===== config.mk =====
export PLATFORM = sky130hd
export DESIGN_NAME = mst_csr
export DESIGN_NICKNAME = d
export VERILOG_FILES = /design/src/rtl/mst_pkg.sv /design/src/rtl/mst_csr.sv
export SDC_FILE = /design/constraint.sdc
export NUM_CORES = 1
export LEC_CHECK = 0
export BUFFER_PORTS_ARGS = -buffer_cell sky130_fd_sc_hd__buf_2
export CAP_MARGIN = 20
export CORE_MARGIN = 4
export CORE_UTILIZATION = 50
export DETAILED_ROUTE_END_ITERATION = 6
export PLACE_DENSITY = 0.8
export SYNTH_ARGS = -nofsm -noshare
export SYNTH_HDL_FRONTEND = slang
export SYNTH_SLANG_ARGS = --single-unit

===== constraint.sdc =====
create_clock -name i_clk -period 5.4 [get_ports i_clk]
set_clock_uncertainty 0.05 [all_clocks]
set_input_delay 0 -clock i_clk [delete_from_list [all_inputs] [get_ports i_clk]]
set_output_delay 0 -clock i_clk [all_outputs]
set_load 0.02 [all_outputs]

===== src/rtl/mst_pkg.sv =====
// Package for the machine status and trap register block
package mst_pkg;

  // Register offsets (word index on the register port)
  localparam logic [11:0] ADDR_STATUS = 12'h300;
  localparam logic [11:0] ADDR_ISA = 12'h301;
  localparam logic [11:0] ADDR_EXC_DELEG = 12'h302;
  localparam logic [11:0] ADDR_INT_DELEG = 12'h303;
  localparam logic [11:0] ADDR_INT_ENABLE = 12'h304;

  // Status register fields
  localparam int ST_SRET_TRAP = 22;
  localparam int ST_WAIT_TRAP = 21;
  localparam int ST_VM_OP_TRAP = 20;
  localparam int ST_EXEC_READ = 19;
  localparam int ST_SUP_USER = 18;
  localparam int ST_MOD_PRIV = 17;
  localparam int ST_EXT_ST_LO = 15;
  localparam int ST_FLT_ST_LO = 13;
  localparam int ST_M_PRIOR_LO = 11;
  localparam int ST_S_PRIOR = 8;
  localparam int ST_M_PRIOR_IE = 7;
  localparam int ST_S_PRIOR_IE = 5;
  localparam int ST_U_PRIOR_IE = 4;
  localparam int ST_M_INT_EN = 3;
  localparam int ST_S_INT_EN = 1;
  localparam int ST_U_INT_EN = 0;
  localparam int ST_ANY_DIRTY = 31;
  localparam logic [31:0] STATUS_WMASK = 32'h007E79BB;
  localparam logic [31:0] STATUS_RESET = 32'h00000000;

  // ISA report fields
  localparam int ISA_BASE_LO = 30;
  localparam logic [1:0] BASE_W32 = 2'h1;
  localparam logic [1:0] BASE_W64 = 2'h2;
  localparam logic [1:0] BASE_W128 = 2'h3;
  localparam logic [31:0] ISA_RESET = 32'h00000000;

  // Interrupt enable / pending layout
  localparam int IE_MEI = 11;
  localparam int IE_SEI = 9;
  localparam int IE_UEI = 8;
  localparam int IE_MTI = 7;
  localparam int IE_STI = 5;
  localparam int IE_UTI = 4;
  localparam int IE_MSI = 3;
  localparam int IE_SSI = 1;
  localparam int IE_USI = 0;
  localparam logic [31:0] IE_WMASK = 32'h00000BBB;
  localparam logic [31:0] DELEG_RESET = 32'h00000000;
  localparam logic [31:0] IE_RESET = 32'h00000000;

  // Exception cause codes
  localparam logic [4:0] CAUSE_ILLEGAL = 5'h02;
  localparam logic [4:0] CAUSE_ECALL_U = 5'h08;
  localparam logic [4:0] CAUSE_ECALL_S = 5'h09;
  localparam logic [4:0] CAUSE_IPF = 5'h0C;
  localparam logic [4:0] CAUSE_LPF = 5'h0D;
  localparam logic [4:0] CAUSE_SPF = 5'h0F;

  // Privilege and extension-state encodings
  localparam logic [1:0] PRIV_U = 2'h0;
  localparam logic [1:0] PRIV_S = 2'h1;
  localparam logic [1:0] PRIV_M = 2'h3;
  localparam logic [1:0] XST_OFF = 2'h0;
  localparam logic [1:0] XST_INITIAL = 2'h1;
  localparam logic [1:0] XST_CLEAN = 2'h2;
  localparam logic [1:0] XST_DIRTY = 2'h3;

endpackage : mst_pkg


===== src/rtl/mst_csr.sv =====
// Machine status, ISA report, delegation and interrupt-enable registers
//
// Overview of operation
// - vm_op_trap set: S-mode translation access or VM fences are illegal.
// - exec_readable 1: loads succeed from readable or executable pages.
// - exec_readable has no effect without page-based translation.
// - supervisor_user_access 0: S-mode user-page loads and stores fault; 1 allows.
// - Same bit applies with modify_privilege set and prior privilege S.
// - modify_privilege 1: loads and stores use machine_prior_privilege.
// - Instruction fetch always uses the current privilege mode.
// - extension_state: 00 off, 01 initial, 10 clean, 11 dirty.
// - float_state tracks float register state with the same encoding.
// - Traps save the prior privilege in the target mode's prior field.
// - Traps save the target mode's enable into its prior enable bit.
// - Global enable bits gate interrupts taken into their own mode.
// - ISA report holds base width in bits 31:30; bits 29:26 read zero.
// - ISA report bits 25:0 flag present extensions, one per letter.
// - Exception delegation bit per cause code routes exception to S-mode.
// - Interrupt delegation bits follow pending layout, route to S-mode.
// - Machine external, timer, software enables sit at bits 11, 7, 3.
// - Supervisor external, timer, software enables sit at bits 9, 5, 1.
// - User external, timer, software enables sit at bits 8, 4, 0.
// - Status fields at 20, 19, 18, 17, 16:15, 14:13, 12:11.
// - Pending bits at 11, 7, 3 for machine external, timer, software.
// - Delegation indexes use causes 2, 8, 9, 12, 13, 15.
module mst_csr #(
  parameter logic [1:0] BASE_WIDTH = mst_pkg::BASE_W32,
  parameter logic [25:0] EXTENSIONS = 26'h0141105
) (
  // Clock and reset
  input wire logic i_clk,
  input wire logic i_reset,
  // Register port
  input wire logic [11:0] i_addr,
  input wire logic [31:0] i_wdata,
  input wire logic i_wr,
  input wire logic i_rd,
  output logic [31:0] o_rdata,
  // Hart state
  input wire logic [1:0] i_priv,
  input wire logic i_float_dirty,
  input wire logic [1:0] i_ext_state,
  // Trap entry and return
  input wire logic i_trap,
  input wire logic i_trap_irq,
  input wire logic [4:0] i_trap_cause,
  input wire logic i_mret,
  input wire logic i_sret,
  output logic o_trap_to_s,
  output logic [1:0] o_next_priv,
  // Virtual-memory operation check
  input wire logic i_satp_access,
  input wire logic i_vm_fence,
  output logic o_vm_illegal,
  // Memory permission check
  input wire logic i_paging_on,
  input wire logic i_is_fetch,
  input wire logic i_is_load,
  input wire logic i_is_store,
  input wire logic i_pte_r,
  input wire logic i_pte_w,
  input wire logic i_pte_x,
  input wire logic i_pte_u,
  output logic [1:0] o_eff_priv,
  output logic o_access_fault,
  // Interrupts
  input wire logic [31:0] i_pending,
  output logic o_irq_take,
  output logic [4:0] o_irq_cause,
  output logic o_irq_to_s
);

  ////////////////////////////////////////////////////////////////////////////
  // State

  logic [31:0] status;
  logic [31:0] next_status;
  logic [31:0] isa;
  logic [31:0] next_isa;
  logic [31:0] exc_deleg;
  logic [31:0] next_exc_deleg;
  logic [31:0] int_deleg;
  logic [31:0] next_int_deleg;
  logic [31:0] int_enable;
  logic [31:0] next_int_enable;
  logic [31:0] rdata;
  logic [31:0] next_rdata;
  logic deleg_hit;
  logic [31:0] status_rd;

  ////////////////////////////////////////////////////////////////////////////
  // Trap routing

  always_comb
  begin
    // Never delegate away from M-mode itself
    if (i_trap_irq)
    begin
      deleg_hit = int_deleg[i_trap_cause];
    end
    else
    begin
      deleg_hit = exc_deleg[i_trap_cause];
    end
    o_trap_to_s = i_trap && deleg_hit && (i_priv != mst_pkg::PRIV_M);
  end

  always_comb
  begin
    if (i_trap)
    begin
      o_next_priv = o_trap_to_s ? mst_pkg::PRIV_S : mst_pkg::PRIV_M;
    end
    else if (i_mret)
    begin
      o_next_priv = status[mst_pkg::ST_M_PRIOR_LO +: 2];
    end
    else if (i_sret)
    begin
      o_next_priv = {1'b0, status[mst_pkg::ST_S_PRIOR]};
    end
    else
    begin
      o_next_priv = i_priv;
    end
  end

  ////////////////////////////////////////////////////////////////////////////
  // Virtual-memory and permission checks

  always_comb
  begin
    o_vm_illegal = status[mst_pkg::ST_VM_OP_TRAP]
      && (i_priv == mst_pkg::PRIV_S)
      && (i_satp_access || i_vm_fence);
  end

  always_comb
  begin
    logic readable;
    logic sum_on;
    readable = 1'b0;
    sum_on = 1'b0;
    // Fetch ignores modify_privilege
    if (status[mst_pkg::ST_MOD_PRIV] && !i_is_fetch)
    begin
      o_eff_priv = status[mst_pkg::ST_M_PRIOR_LO +: 2];
    end
    else
    begin
      o_eff_priv = i_priv;
    end
    readable = i_pte_r
      || (status[mst_pkg::ST_EXEC_READ] && i_pte_x);
    sum_on = status[mst_pkg::ST_SUP_USER]
      && (o_eff_priv == mst_pkg::PRIV_S);
    o_access_fault = 1'b0;
    // Without paging no page check applies
    if (i_paging_on && o_eff_priv != mst_pkg::PRIV_M)
    begin
      if (i_is_fetch)
      begin
        o_access_fault = !i_pte_x || (i_priv == mst_pkg::PRIV_S && i_pte_u)
          || (i_priv == mst_pkg::PRIV_U && !i_pte_u);
      end
      else
      begin
        o_access_fault = (i_is_load && !readable) || (i_is_store && !i_pte_w)
          || (o_eff_priv == mst_pkg::PRIV_U && !i_pte_u)
          || (o_eff_priv == mst_pkg::PRIV_S && i_pte_u && !sum_on);
      end
    end
  end

  ////////////////////////////////////////////////////////////////////////////
  // Interrupt selection, scanned from bit 0 upward so the highest ready index wins

  logic [31:0] irq_ready;
  logic irq_m_on;
  logic irq_s_on;

  always_comb
  begin
    // A lower mode always accepts interrupts aimed above it
    irq_m_on = (i_priv != mst_pkg::PRIV_M)
      || status[mst_pkg::ST_M_INT_EN];
    irq_s_on = (i_priv == mst_pkg::PRIV_U)
      || (i_priv == mst_pkg::PRIV_S && status[mst_pkg::ST_S_INT_EN]);
  end

  // Delegated bits answer to the supervisor enable, the rest to machine
  for (genvar b = 0; b < 32; b++)
  begin : g_irq_route
    assign irq_ready[b] = i_pending[b] && int_enable[b]
      && mst_pkg::IE_WMASK[b]
      && (int_deleg[b] ? irq_s_on : irq_m_on);
  end

  always_comb
  begin
    o_irq_take = 1'b0;
    o_irq_cause = 5'h00;
    o_irq_to_s = 1'b0;
    for (int k = 0; k < 12; k++)
    begin
      if (irq_ready[k])
      begin
        o_irq_take = 1'b1;
        o_irq_cause = 5'(k);
        o_irq_to_s = int_deleg[k];
      end
    end
    // Machine external outranks every other source
    if (irq_ready[mst_pkg::IE_MEI])
    begin
      o_irq_cause = 5'(mst_pkg::IE_MEI);
      o_irq_to_s = 1'b0;
    end
  end

  ////////////////////////////////////////////////////////////////////////////
  // Register updates

  always_comb
  begin
    next_status = status;
    next_isa = isa;
    next_exc_deleg = exc_deleg;
    next_int_deleg = int_deleg;
    next_int_enable = int_enable;
    if (i_wr)
    begin
      case (i_addr)
        mst_pkg::ADDR_STATUS:
        begin
          next_status = i_wdata & mst_pkg::STATUS_WMASK;
        end
        mst_pkg::ADDR_ISA:
        begin
          // Only legal widths and offered letters may be written
          if (i_wdata[mst_pkg::ISA_BASE_LO +: 2] == BASE_WIDTH)
          begin
            next_isa = {BASE_WIDTH, 4'h0,
              i_wdata[25:0] & EXTENSIONS};
          end
        end
        mst_pkg::ADDR_EXC_DELEG:
        begin
          next_exc_deleg = i_wdata;
        end
        mst_pkg::ADDR_INT_DELEG:
        begin
          next_int_deleg = i_wdata;
        end
        mst_pkg::ADDR_INT_ENABLE:
        begin
          next_int_enable = i_wdata
            & mst_pkg::IE_WMASK;
        end
        default:
        begin
          next_status = status;
        end
      endcase
    end
    // Hardware raises float state to dirty after the software write
    if (i_float_dirty)
    begin
      next_status[mst_pkg::ST_FLT_ST_LO +: 2] = mst_pkg::XST_DIRTY;
    end
    next_status[mst_pkg::ST_EXT_ST_LO +: 2] = i_ext_state;
    if (i_trap && o_trap_to_s)
    begin
      next_status[mst_pkg::ST_S_PRIOR] = i_priv[0];
      next_status[mst_pkg::ST_S_PRIOR_IE] =
        status[mst_pkg::ST_S_INT_EN];
      next_status[mst_pkg::ST_S_INT_EN] = 1'b0;
    end
    else if (i_trap)
    begin
      next_status[mst_pkg::ST_M_PRIOR_LO +: 2] = i_priv;
      next_status[mst_pkg::ST_M_PRIOR_IE] =
        status[mst_pkg::ST_M_INT_EN];
      next_status[mst_pkg::ST_M_INT_EN] = 1'b0;
    end
    else if (i_mret)
    begin
      next_status[mst_pkg::ST_M_INT_EN] = status[mst_pkg::ST_M_PRIOR_IE];
      next_status[mst_pkg::ST_M_PRIOR_IE] = 1'b1;
      next_status[mst_pkg::ST_M_PRIOR_LO +: 2] = mst_pkg::PRIV_U;
    end
    else if (i_sret)
    begin
      next_status[mst_pkg::ST_S_INT_EN] = status[mst_pkg::ST_S_PRIOR_IE];
      next_status[mst_pkg::ST_S_PRIOR_IE] = 1'b1;
      next_status[mst_pkg::ST_S_PRIOR] = 1'b0;
    end
    // Reserved prior-privilege code 2 is not kept
    if (next_status[mst_pkg::ST_M_PRIOR_LO +: 2] == 2'h2)
    begin
      next_status[mst_pkg::ST_M_PRIOR_LO +: 2] = mst_pkg::PRIV_U;
    end
  end

  always_comb
  begin
    // Summary dirty bit is derived on read, so it never goes stale
    status_rd = status;
    status_rd[mst_pkg::ST_ANY_DIRTY] =
      (status[mst_pkg::ST_FLT_ST_LO +: 2] == mst_pkg::XST_DIRTY)
      || (status[mst_pkg::ST_EXT_ST_LO +: 2] == mst_pkg::XST_DIRTY);
    next_rdata = 32'h00000000;
    if (i_rd)
    begin
      case (i_addr)
        mst_pkg::ADDR_STATUS:
        begin
          next_rdata = status_rd;
        end
        mst_pkg::ADDR_ISA:
        begin
          next_rdata = isa;
        end
        mst_pkg::ADDR_EXC_DELEG:
        begin
          next_rdata = exc_deleg;
        end
        mst_pkg::ADDR_INT_DELEG:
        begin
          next_rdata = int_deleg;
        end
        mst_pkg::ADDR_INT_ENABLE:
        begin
          next_rdata = int_enable;
        end
        default:
        begin
          next_rdata = 32'h00000000;
        end
      endcase
    end
  end

  // Read data idles at zero so a stale word never looks like an answer
  always_ff @(posedge i_clk)
  begin
    if (i_reset)
    begin
      status <= mst_pkg::STATUS_RESET;
      isa <= mst_pkg::ISA_RESET;
      exc_deleg <= mst_pkg::DELEG_RESET;
      int_deleg <= mst_pkg::DELEG_RESET;
      int_enable <= mst_pkg::IE_RESET;
      rdata <= 32'h00000000;
    end
    else
    begin
      status <= next_status;
      isa <= next_isa;
      exc_deleg <= next_exc_deleg;
      int_deleg <= next_int_deleg;
      int_enable <= next_int_enable;
      rdata <= next_rdata;
    end
  end

  assign o_rdata = rdata;

endmodule : mst_csr


==> results of run 1 <==
==> registers in the layout, summed over array words and instances (netlist names) <==
signal,count
int_enable,9
isa,7
int_deleg,32
status,19
o_rdata,32
exc_deleg,32
==> metal layers <==
metal,up-vias,global-route usage
met5,-,0
met4,0,0.105
met3,69,0.0663
met2,407,0.448
met1,2842,0.363
li1,2844,-
==> cell families (layout without fill, tap and decap cells) <==
| group | after synthesis | after routing | synth area share |
|---|---|---|---|
| XOR/XNOR | 1 | 1 | 0.00145 |
| AND/OR/NAND/NOR | 304 | 304 | 0.215 |
| AO/OA/AOI/OAI | 181 | 181 | 0.189 |
| multiplexers | 49 | 49 | 0.117 |
| buffers and inverters | 65 | 213 | 0.0430 |
| flip-flops | 131 | 131 | 0.434 |
| other | 1 | 1 | 0.000620 |
==> cell usage in the layout, fill, tap and decap left out, types with 9 or more instances in the layout <==
cell type      count
buf_2            125
dfxtp_1          131
clkbuf_16         17
a31oi_1            9
nand2_1          186
nor2_1            59
nand3_1           14
mux4_2            16
a22oi_1           27
mux2i_1           22
a21oi_1          102
dlygate4sd3_1     40
==> cell type report <==
| type | instances | share of cell area |
|---|---|---|
| Tap cell | 143 | 0.0232 |
| Timing Repair Buffer | 173 | 0.141 |
| Multi-Input combinational cell | 536 | 0.411 |
| Clock buffer | 18 | 0.0556 |
| Clock inverter | 14 | 0.0258 |
| Inverter | 8 | 0.00389 |
| Sequential cell | 131 | 0.340 |
==> power groups by stage <==
stage	Clock [mW]	Sequential [mW]	Combinational, mW
after global routing	1.27	0.975	0.164
after CTS	1.24	0.975	0.149
after detailed placement	0	0.997	0.125
after floorplan	0	0.995	0.0708
final	1.22	0.976	0.154
after global placement	0	0.996	0.124
==> worst register-to-register path, cell delays in order (launching register included) <==
cell      delay [ns]
dfxtp_1         0.38
mux4_2          0.51
mux4_2          0.47
o21a_1          0.21
a22oi_4         0.37
nor2_1          0.11
a311oi_1        0.34
==> stage by stage <==
step                total power [mW]  hold WS, ns  cells  cell area [µm²]
floorplan                       1.07       0.0761    732             6050
detailed placement              1.12        0.169    951             6690
CTS                             2.36       0.0244   1023             7710
global placement                1.12        0.161    951             6690
global route                    2.41       0.0409   1023             7710
finish                          2.35       0.0398   1023             7710
==> worst paths after layout <==
path	startpoint	cells after the start	endpoint	slack, ns
setup / recovery	int_deleg[5]	7	o_next_priv[1]	2.53
hold / removal	i_mret	3	status[7]	0.04
setup reg to reg	int_deleg[5]	6	status[5]	2.84
hold reg to reg	status[21]	2	status[21]	0.41
==> timing repair <==
item | CTS | global route
hold buffers | 40 | 0
endpoints found under the hold margin | 98 | 0
gates resized for setup | 0 | 0
==> reports/metrics.yaml, run 1 <==
outcome: "finished clean"
port_buffers: 125
async_flop_share: 0
min_period_over_period: 0.531
swShare: 0.228
arrival_ns: 2.82
met3_length_mm: 2.10
post-place-ws_ns: 2.45
switchingPower_uw: 536
setup_viol: 0
grt_pass1_vias: 5877
startpoint_type: "flip-flop"
worstSkewPairLatency_ns: 0.42
ant_nets: 0
yosys.area.top_type: "dfxtp_1"
crit_family: "multiplexers"
drt_iter0_markers: 738
synth-edff-count: 0
synth_top_area_share: 0.434
highest_layer: "met4"
cp.required_ns: 5.35
yosys_warnings: 0
crit_path_max_incr_delay_ns: 0.51
synthFlopType: "dfxtp_1"
die_w_um: 118
crit_slowest_cell: "mux4_2"
vias_per_cell: 6.02
ys_seq_area_frac: 0.434
rsz0062_at_grt: "false"
synth_cell_types: 57
dp_hpwl_mm: 12.4
ys_seq_elements: 131
drv_cap: 0
start_util: 0.521
cts_max_level: 4
wl_per_cell_um: 19.1
ioPinCount: 150
maxSlewHeadroom: 0.357
max_freq_ghz: 0.349
seqCellArea_um2: 2620
synth_area_leaders: "dfxtp_1 (43%), nand2_1 (12%), a21oi_1 (8.4%)"
insertedDiodeCount: 0
power_frac_seq: 0.415
chipHeight_um: 118
synth_common_cells: "nand2_1 (186), dfxtp_1 (131), a21oi_1 (102), nor2_1 (59), clkbuf_1 (48)"
finalCriticalPeriod_ns: 2.87
multi_input_area_um2: 3170
row_count: 39
grt_start_max_net_pins: 55
n_fill_cell: 928
power.density_nw_per_um2: 305
wl_mm: 19.6
clockBufferDepth: 2
routed-wl-met2_mm: 9.10
die-area_um2: 13900
worst_path_most_repeated_cell: "mux4_2"
drt-met1-wl_mm: 7.67
root_buffer: "clkbuf_16"
drt-pass1-iter-count: 6
worstSetupPathType: "reg -> out"
final_hold_viol_count: 0
crit_fanout: 9
p_leak_nw: 2.99
grt_antenna_before_repair: 0
cp-end-kind: "output pin"
core_area_um2: 11600
syn_area_per_cell_um2: 8.26
vias: 6162
grt_overflow: 0
cts_made_buffers: 17
cp_num_buf_inv: 2
ir_drop_mv: 0.174
worstMarginPinSlew_ns: 0.965
p_comb_frac: 0.065
drc: 0
hold_class: "in -> reg"
clkPwrFrac: 0.520
maxSlewViolCount: 0
grt_pass1_wl_mm: 31.1
p_int_mw: 1.82
nNetsFinal: 971
final_util: 0.664
yosysMostFrequentCell: "nand2_1"
clock-sinks: 131
synthesis.instances: 732
area_growth_syn_to_layout_pct: 27.6
gp_congestion: 0.906
setup_ws_ns: 2.53
cts_setup_buffers: 0
path_cells: "mux4_2 -> mux4_2 -> o21a_1 -> a22oi_4 -> inv_2 -> a21oi_1 -> buf_2"
fin_tns_setup_ns: 0
clkSlewWorstSetupHoldPaths_ns: 0.06
cts_tree: "built"
syn_nets: 836
syn_area_um2: 6050
grt.total_usage: 0.278
drive_above_1_share: 0.223
No activity file was read; power rests on OpenSTA's default activity.
==> inputs of run 2 (changes only) <==
--- a/config.mk
+++ b/config.mk
@@ -5,12 +5,13 @@
 export SDC_FILE = /design/constraint.sdc
 export NUM_CORES = 1
 export LEC_CHECK = 0
+export ABC_AREA = 1
 export BUFFER_PORTS_ARGS = -buffer_cell sky130_fd_sc_hd__buf_2
 export CAP_MARGIN = 20
 export CORE_MARGIN = 4
-export CORE_UTILIZATION = 50
+export CORE_UTILIZATION = 49
 export DETAILED_ROUTE_END_ITERATION = 6
-export PLACE_DENSITY = 0.8
+export PLACE_DENSITY = 0.81
 export SYNTH_ARGS = -nofsm -noshare
 export SYNTH_HDL_FRONTEND = slang
 export SYNTH_SLANG_ARGS = --single-unit
==> constraint.sdc (replaced) <==
create_clock -name i_clk -period 2.5 [get_ports i_clk]
set_clock_uncertainty 0.05 [all_clocks]
set_input_delay 0 -clock i_clk [delete_from_list [all_inputs] [get_ports i_clk]]
set_output_delay 0 -clock i_clk [all_outputs]
set_load 0.02 [all_outputs]
==> reports/metrics.yaml, run 2 <==
outcome: "complete, but fails checks"
violations: "design-rule violations"
async_flop_share: 0
syn_area_um2: 6250
insertedDiodeCount: 0
finalInstanceArea_um2: 7930
row_count: 40
cp_num_buf_inv: 3
vias: 6631
switchingPower_mw: 1.13
crit_path_max_incr_delay_ns: 0.35
syn_nets: 995
hold_class: "in -> reg"
synth_top_area_share: 0.420
worst_path_most_repeated_cell: "nand2_1"
path_cells: "o21ai_2 -> inv_2 -> o211ai_1 -> o21ai_1 -> inv_1 -> nand2_1 -> nand2_1 -> nand2_1 -> a21oi_1 -> nor2_1 -> buf_2"
cts_made_buffers: 17
synth-edff-count: 0
synth_area_leaders: "dfxtp_1 (42%), nand2_1 (8.5%), o21ai_0 (7.9%)"
placed_cell_area_um2: 6900
startpoint_type: "flip-flop"
nNetsFinal: 1146
gp_congestion: 0.924
clkSlewWorstSetupHoldPaths_ns: 0.06
ant_nets: 0
worstSkewPairLatency_ns: 0.43
grt_overflow: 0
clock-sinks: 131
ir_drop_mv: 0.433
start_util: 0.509
setup_viol: 0
root_buffer: "clkbuf_16"
p_int_mw: 3.82
grt.total_usage: 0.269
arrival_ns: 2.23
cp-end-kind: "output pin"
clkPwrFrac: 0.497
final_hold_viol_count: 0
drive_above_1_share: 0.192
crit_slowest_cell: "dfxtp_1"
die_w_um: 121
core_area_um2: 12300
crit_fanout: 8
syn_area_per_cell_um2: 7.01
setup_ws_ns: 0.215
grt_start_max_net_pins: 87
clockBufferDepth: 2
die-area_um2: 14600
p_comb_frac: 0.076
maxSlewHeadroom: 0.521
power_frac_seq: 0.427
yosys_warnings: 0
ctsHoldBuffers: 44
final_cell_mix: "nand2_1 (142), dfxtp_1 (131), buf_2 (125), nor2_1 (107), o21ai_0 (98)"
drt_iter0_markers: 796
ioPinCount: 150
drc: 2
cts_setup_buffers: 0
post_cts_resized: 0
crit_family: "compound AO/OA/AOI/OAI gates"
synth_common_cells: "nand2_1 (142), dfxtp_1 (131), nor2_1 (107), o21ai_0 (98), inv_1 (96)"
ys_seq_elements: 131
p_leak_nw: 3.35
dp_hpwl_mm: 12.8
port_buffers: 125
area_growth_syn_to_layout_pct: 27.0
wl_per_cell_um: 15.7
grt_pass1_wl_mm: 31.2
post-place-ws_ns: 0.449
worstMarginPinSlew_ns: 0.719
chipHeight_um: 121
cts_tree: "built"
ys_seq_area_frac: 0.420
wl_mm: 19.2
n_fill_cell: 1075
cp.required_ns: 2.45
synthFlopType: "dfxtp_1"
cts_max_level: 4
finalCriticalPeriod_ns: 2.28
drv_cap: 0
vias_per_cell: 5.43
worstSetupPathType: "reg -> out"
yosysMostFrequentCell: "nand2_1"
maxSlewViolCount: 0
fin_tns_setup_ns: 0
rsz0062_at_grt: "false"
layout_commonest_cell: "nand2_1"
drt-pass1-iter-count: 7
grt_pass1_vias: 6322
power.density_nw_per_um2: 623
synth_cell_types: 41
synthesis.instances: 891
yosys.area.top_type: "dfxtp_1"
min_period_over_period: 0.914
swShare: 0.228
grt_antenna_before_repair: 0
max_freq_ghz: 0.438
run 2: worst paths after layout:
path | startpoint | to | slack, ns | cells past startpoint
max | status[1] | o_irq_to_s | 0.22 | 11
min | i_trap_irq | status[7] | 0.06 | 5
max reg2reg | status[13] | status[13] | 0.61 | 4
min reg2reg | isa[8] | isa[8] | 0.41 | 2
run 2: final cells by class:
cell class	instances	area [µm²]	share of cell area
Clock buffer	22	484	0.0611
Clock inverter	9	104	0.0131
Inverter	111	419	0.0529
Multi-Input combinational cell	602	2950	0.372
Sequential cell	131	2620	0.331
Tap cell	168	210	0.0265
Timing Repair Buffer	179	1140	0.144
run 2: tightest hold or removal path: stages:
cell     delay (ns)
buf_2          0.11
nand3_1        0.09
nand2_2        0.12
nand3_1        0.10
a21oi_1        0.06
run 2: kinds of logic after synthesis:
| family | share of synthesized area |
|---|---|
| flops | 0.420 |
| other cells | 0.000600 |
| buf+inv | 0.108 |
| compound gates | 0.229 |
| simple gates | 0.243 |
run 2: routing by layer:
metal / track usage / vias to the layer above / share of wire / wire (µm)
met5: 0 / - / 0 / 0
met4: 0.117 / 0 / 0.036 / 688
met3: 0.0564 / 63 / 0.091 / 1760
met2: 0.431 / 350 / 0.46 / 8930
met1: 0.350 / 2951 / 0.41 / 7870
li1: - / 3267 / - / -
run 2: power by group through the flow:
stage	sequential [mW]	combinational, mW	clock, mW
after CTS	2.11	0.366	2.47
final	2.11	0.375	2.46
after detailed placement	2.15	0.309	0
after floorplan	2.15	0.189	0
after global placement	2.15	0.306	0
after global routing	2.11	0.415	2.58
run 2: through the flow:
step,power [mW],hold WS (ns),instances,utilization
global placement,2.46,0.158,1147,0.563
global route,5.10,0.0625,1222,0.647
detailed placement,2.46,0.165,1147,0.563
finish,4.94,0.0561,1222,0.647
CTS,4.95,0.0371,1222,0.647
floorplan,2.34,0.0285,891,-
==> inputs of run 3 (changes only) <==
--- a/config.mk
+++ b/config.mk
@@ -5,13 +5,13 @@
 export SDC_FILE = /design/constraint.sdc
 export NUM_CORES = 1
 export LEC_CHECK = 0
-export ABC_AREA = 1
+export ABC_AREA = 0
 export BUFFER_PORTS_ARGS = -buffer_cell sky130_fd_sc_hd__buf_2
 export CAP_MARGIN = 20
 export CORE_MARGIN = 4
-export CORE_UTILIZATION = 49
+export CORE_UTILIZATION = 48
 export DETAILED_ROUTE_END_ITERATION = 6
-export PLACE_DENSITY = 0.81
+export PLACE_DENSITY = 0.8
 export SYNTH_ARGS = -nofsm -noshare
 export SYNTH_HDL_FRONTEND = slang
 export SYNTH_SLANG_ARGS = --single-unit
==> reports/metrics.yaml, run 3 (synthesized netlist as in run 1, its figures left out) <==
outcome: "complete, but fails checks"
violations: "negative setup slack"
port_buffers: 125
grt_start_max_net_pins: 100
hold_slack_ns: 0.0225
n_fill_cell: 952
p_leak_nw: 3.15
worstMarginPinSlew_ns: 1.05
swShare: 0.226
p_comb_frac: 0.071
power.total_mw: 5.04
clock-sinks: 131
rsz0062_at_grt: "true"
max_freq_ghz: 0.391
arrival_ns: 2.50
grt.total_usage: 0.283
maxSlewHeadroom: 0.300
final_cell_mix: "nand2_1 (186), dfxtp_1 (130), buf_2 (124), a21oi_1 (101), nor2_1 (59)"
drt_iter0_markers: 814
die-area_um2: 14500
setup_viol: 1
grt_overflow: 0
min_period_over_period: 1.02
cts_tree: "built"
final_hold_viol_count: 0
finalCriticalPeriod_ns: 2.55
holdPathStages: 3
cts_made_buffers: 17
worstSkewPairLatency_ns: 0.43
power.density_nw_per_um2: 626
switchingPower_mw: 1.14
ioPinCount: 150
finalInstanceArea_um2: 8040
r2r_end: "status[12]"
maxSlewViolCount: 0
cp.required_ns: 2.45
clockBufferDepth: 2
grt_pass1_wl_mm: 31.9
setup_ws_ns: -0.0548
r2r_cells: 8
grt_pass1_vias: 6114
clkPwrFrac: 0.510
wl_per_cell_um: 18.8
hold_end: "status[12]"
cp-end-kind: "output pin"
ir_drop_mv: 0.458
hold_path.startpoint: "i_priv[1]"
power_frac_seq: 0.419
root_buffer: "clkbuf_16"
p_int_mw: 3.90
ant_nets: 0
wl_mm: 20.4
vias: 6399
die_w_um: 120
dp_hpwl_mm: 13.6
area_growth_syn_to_layout_pct: 33.0
final_util: 0.661
drc: 0
cts_max_level: 4
drt-pass1-iter-count: 7
worstSetupPathType: "reg -> out"
gp_congestion: 0.916
grt_antenna_before_repair: 0
vias_per_cell: 5.91
placed_cell_area_um2: 6980
r2r_slack_ns: 0.02
crit_fanout: 3
hold_class: "in -> reg"
r2r_start: "int_deleg[16]"
core_area_um2: 12200
startpoint_type: "flip-flop"
clkSlewWorstSetupHoldPaths_ns: 0.06
layout_commonest_cell: "nand2_1"
row_count: 40
chipHeight_um: 120
nNetsFinal: 1005
start_util: 0.497
drive_above_1_share: 0.259
drv_cap: 0
==> run 3: changes by cell type in the layout (fill, tap and decap cells not counted), sizes merged, moves of 13 or more <==
| cell | change |
|---|---|
| inv | -100 |
| nand3 | -60 |
| mux2i | +22 |
| nor2 | -54 |
| buf | +33 |
| a221oi | -13 |
| mux4 | +16 |
| o22ai | -21 |
| o21ai | -98 |
| nand2 | +39 |
| a22oi | +28 |
==> run 3: final cells by class <==
class	count	area, µm²	area share
Timing Repair Buffer	207	1360	0.169
Clock inverter	12	154	0.0191
Sequential cell	131	2620	0.326
Multi-Input combinational cell	536	3200	0.398
Clock buffer	20	467	0.0580
Inverter	8	30.0	0.00373
Antenna cell	1	2.50	0.000311
Tap cell	168	210	0.0261
==> run 3: through the flow <==
step           setup slack (ns)  instances  TNS [ns]
6_report                -0.0548       1083   -0.0548
5_1_grt                 -0.0956       1082    -0.187
4_1_cts                 -0.0250       1081   -0.0250
3_5_place_dp             0.0475       1009         0
3_3_place_gp              0.108       1009         0
2_1_floorplan             0.217        732         0
==> run 3: repair_timing <==
action,4_1_cts,5_1_grt
gates cloned,0,0
endpoints found under the setup margin,3,4
hold endpoints to repair,97,0
pin swaps,1,2
setup buffers,1,1
resized for setup,2,6
hold buffers,39,0
==> run 3: how the worst max path moves through the flow <==
stage | cells past startpoint | slack, ns | from | end
2_1_floorplan | 6 | 0.22 | int_deleg[7] | o_next_priv[1]
6_report | 7 | -0.05 | int_deleg[16] | o_next_priv[1]
3_5_place_dp | 8 | 0.05 | i_trap_cause[1] | status[12]
3_3_place_gp | 8 | 0.11 | i_trap_cause[1] | status[12]
4_1_cts | 7 | -0.02 | int_deleg[6] | o_next_priv[1]
5_1_grt | 7 | -0.1 | int_deleg[6] | o_next_priv[1]
==> run 3: per-layer routing <==
metal,share of wire,vias up,GRT usage
li1,-,2906,-
met1,0.38,2927,0.364
met2,0.46,468,0.454
met3,0.12,98,0.0603
met4,0.044,0,0.136
met5,0,-,0
==> run 3: critical path, stage by stage (launching register included) <==
cell and delay (ns):
dfxtp_1 0.34, mux4_2 0.47, mux4_2 0.47, o21a_1 0.22, a22oi_4 0.24, inv_2 0.08, a21oi_2 0.11, buf_4 0.15
==> run 3: power by group through the flow <==
| stage | Combinational [mW] | Clock [mW] | Sequential (mW) |
|---|---|---|---|
| after floorplan | 0.153 | 0 | 2.15 |
| after global placement | 0.287 | 0 | 2.15 |
| after detailed placement | 0.290 | 0 | 2.15 |
| after CTS | 0.340 | 2.58 | 2.11 |
| after global routing | 0.382 | 2.69 | 2.11 |
| final | 0.359 | 2.57 | 2.11 |
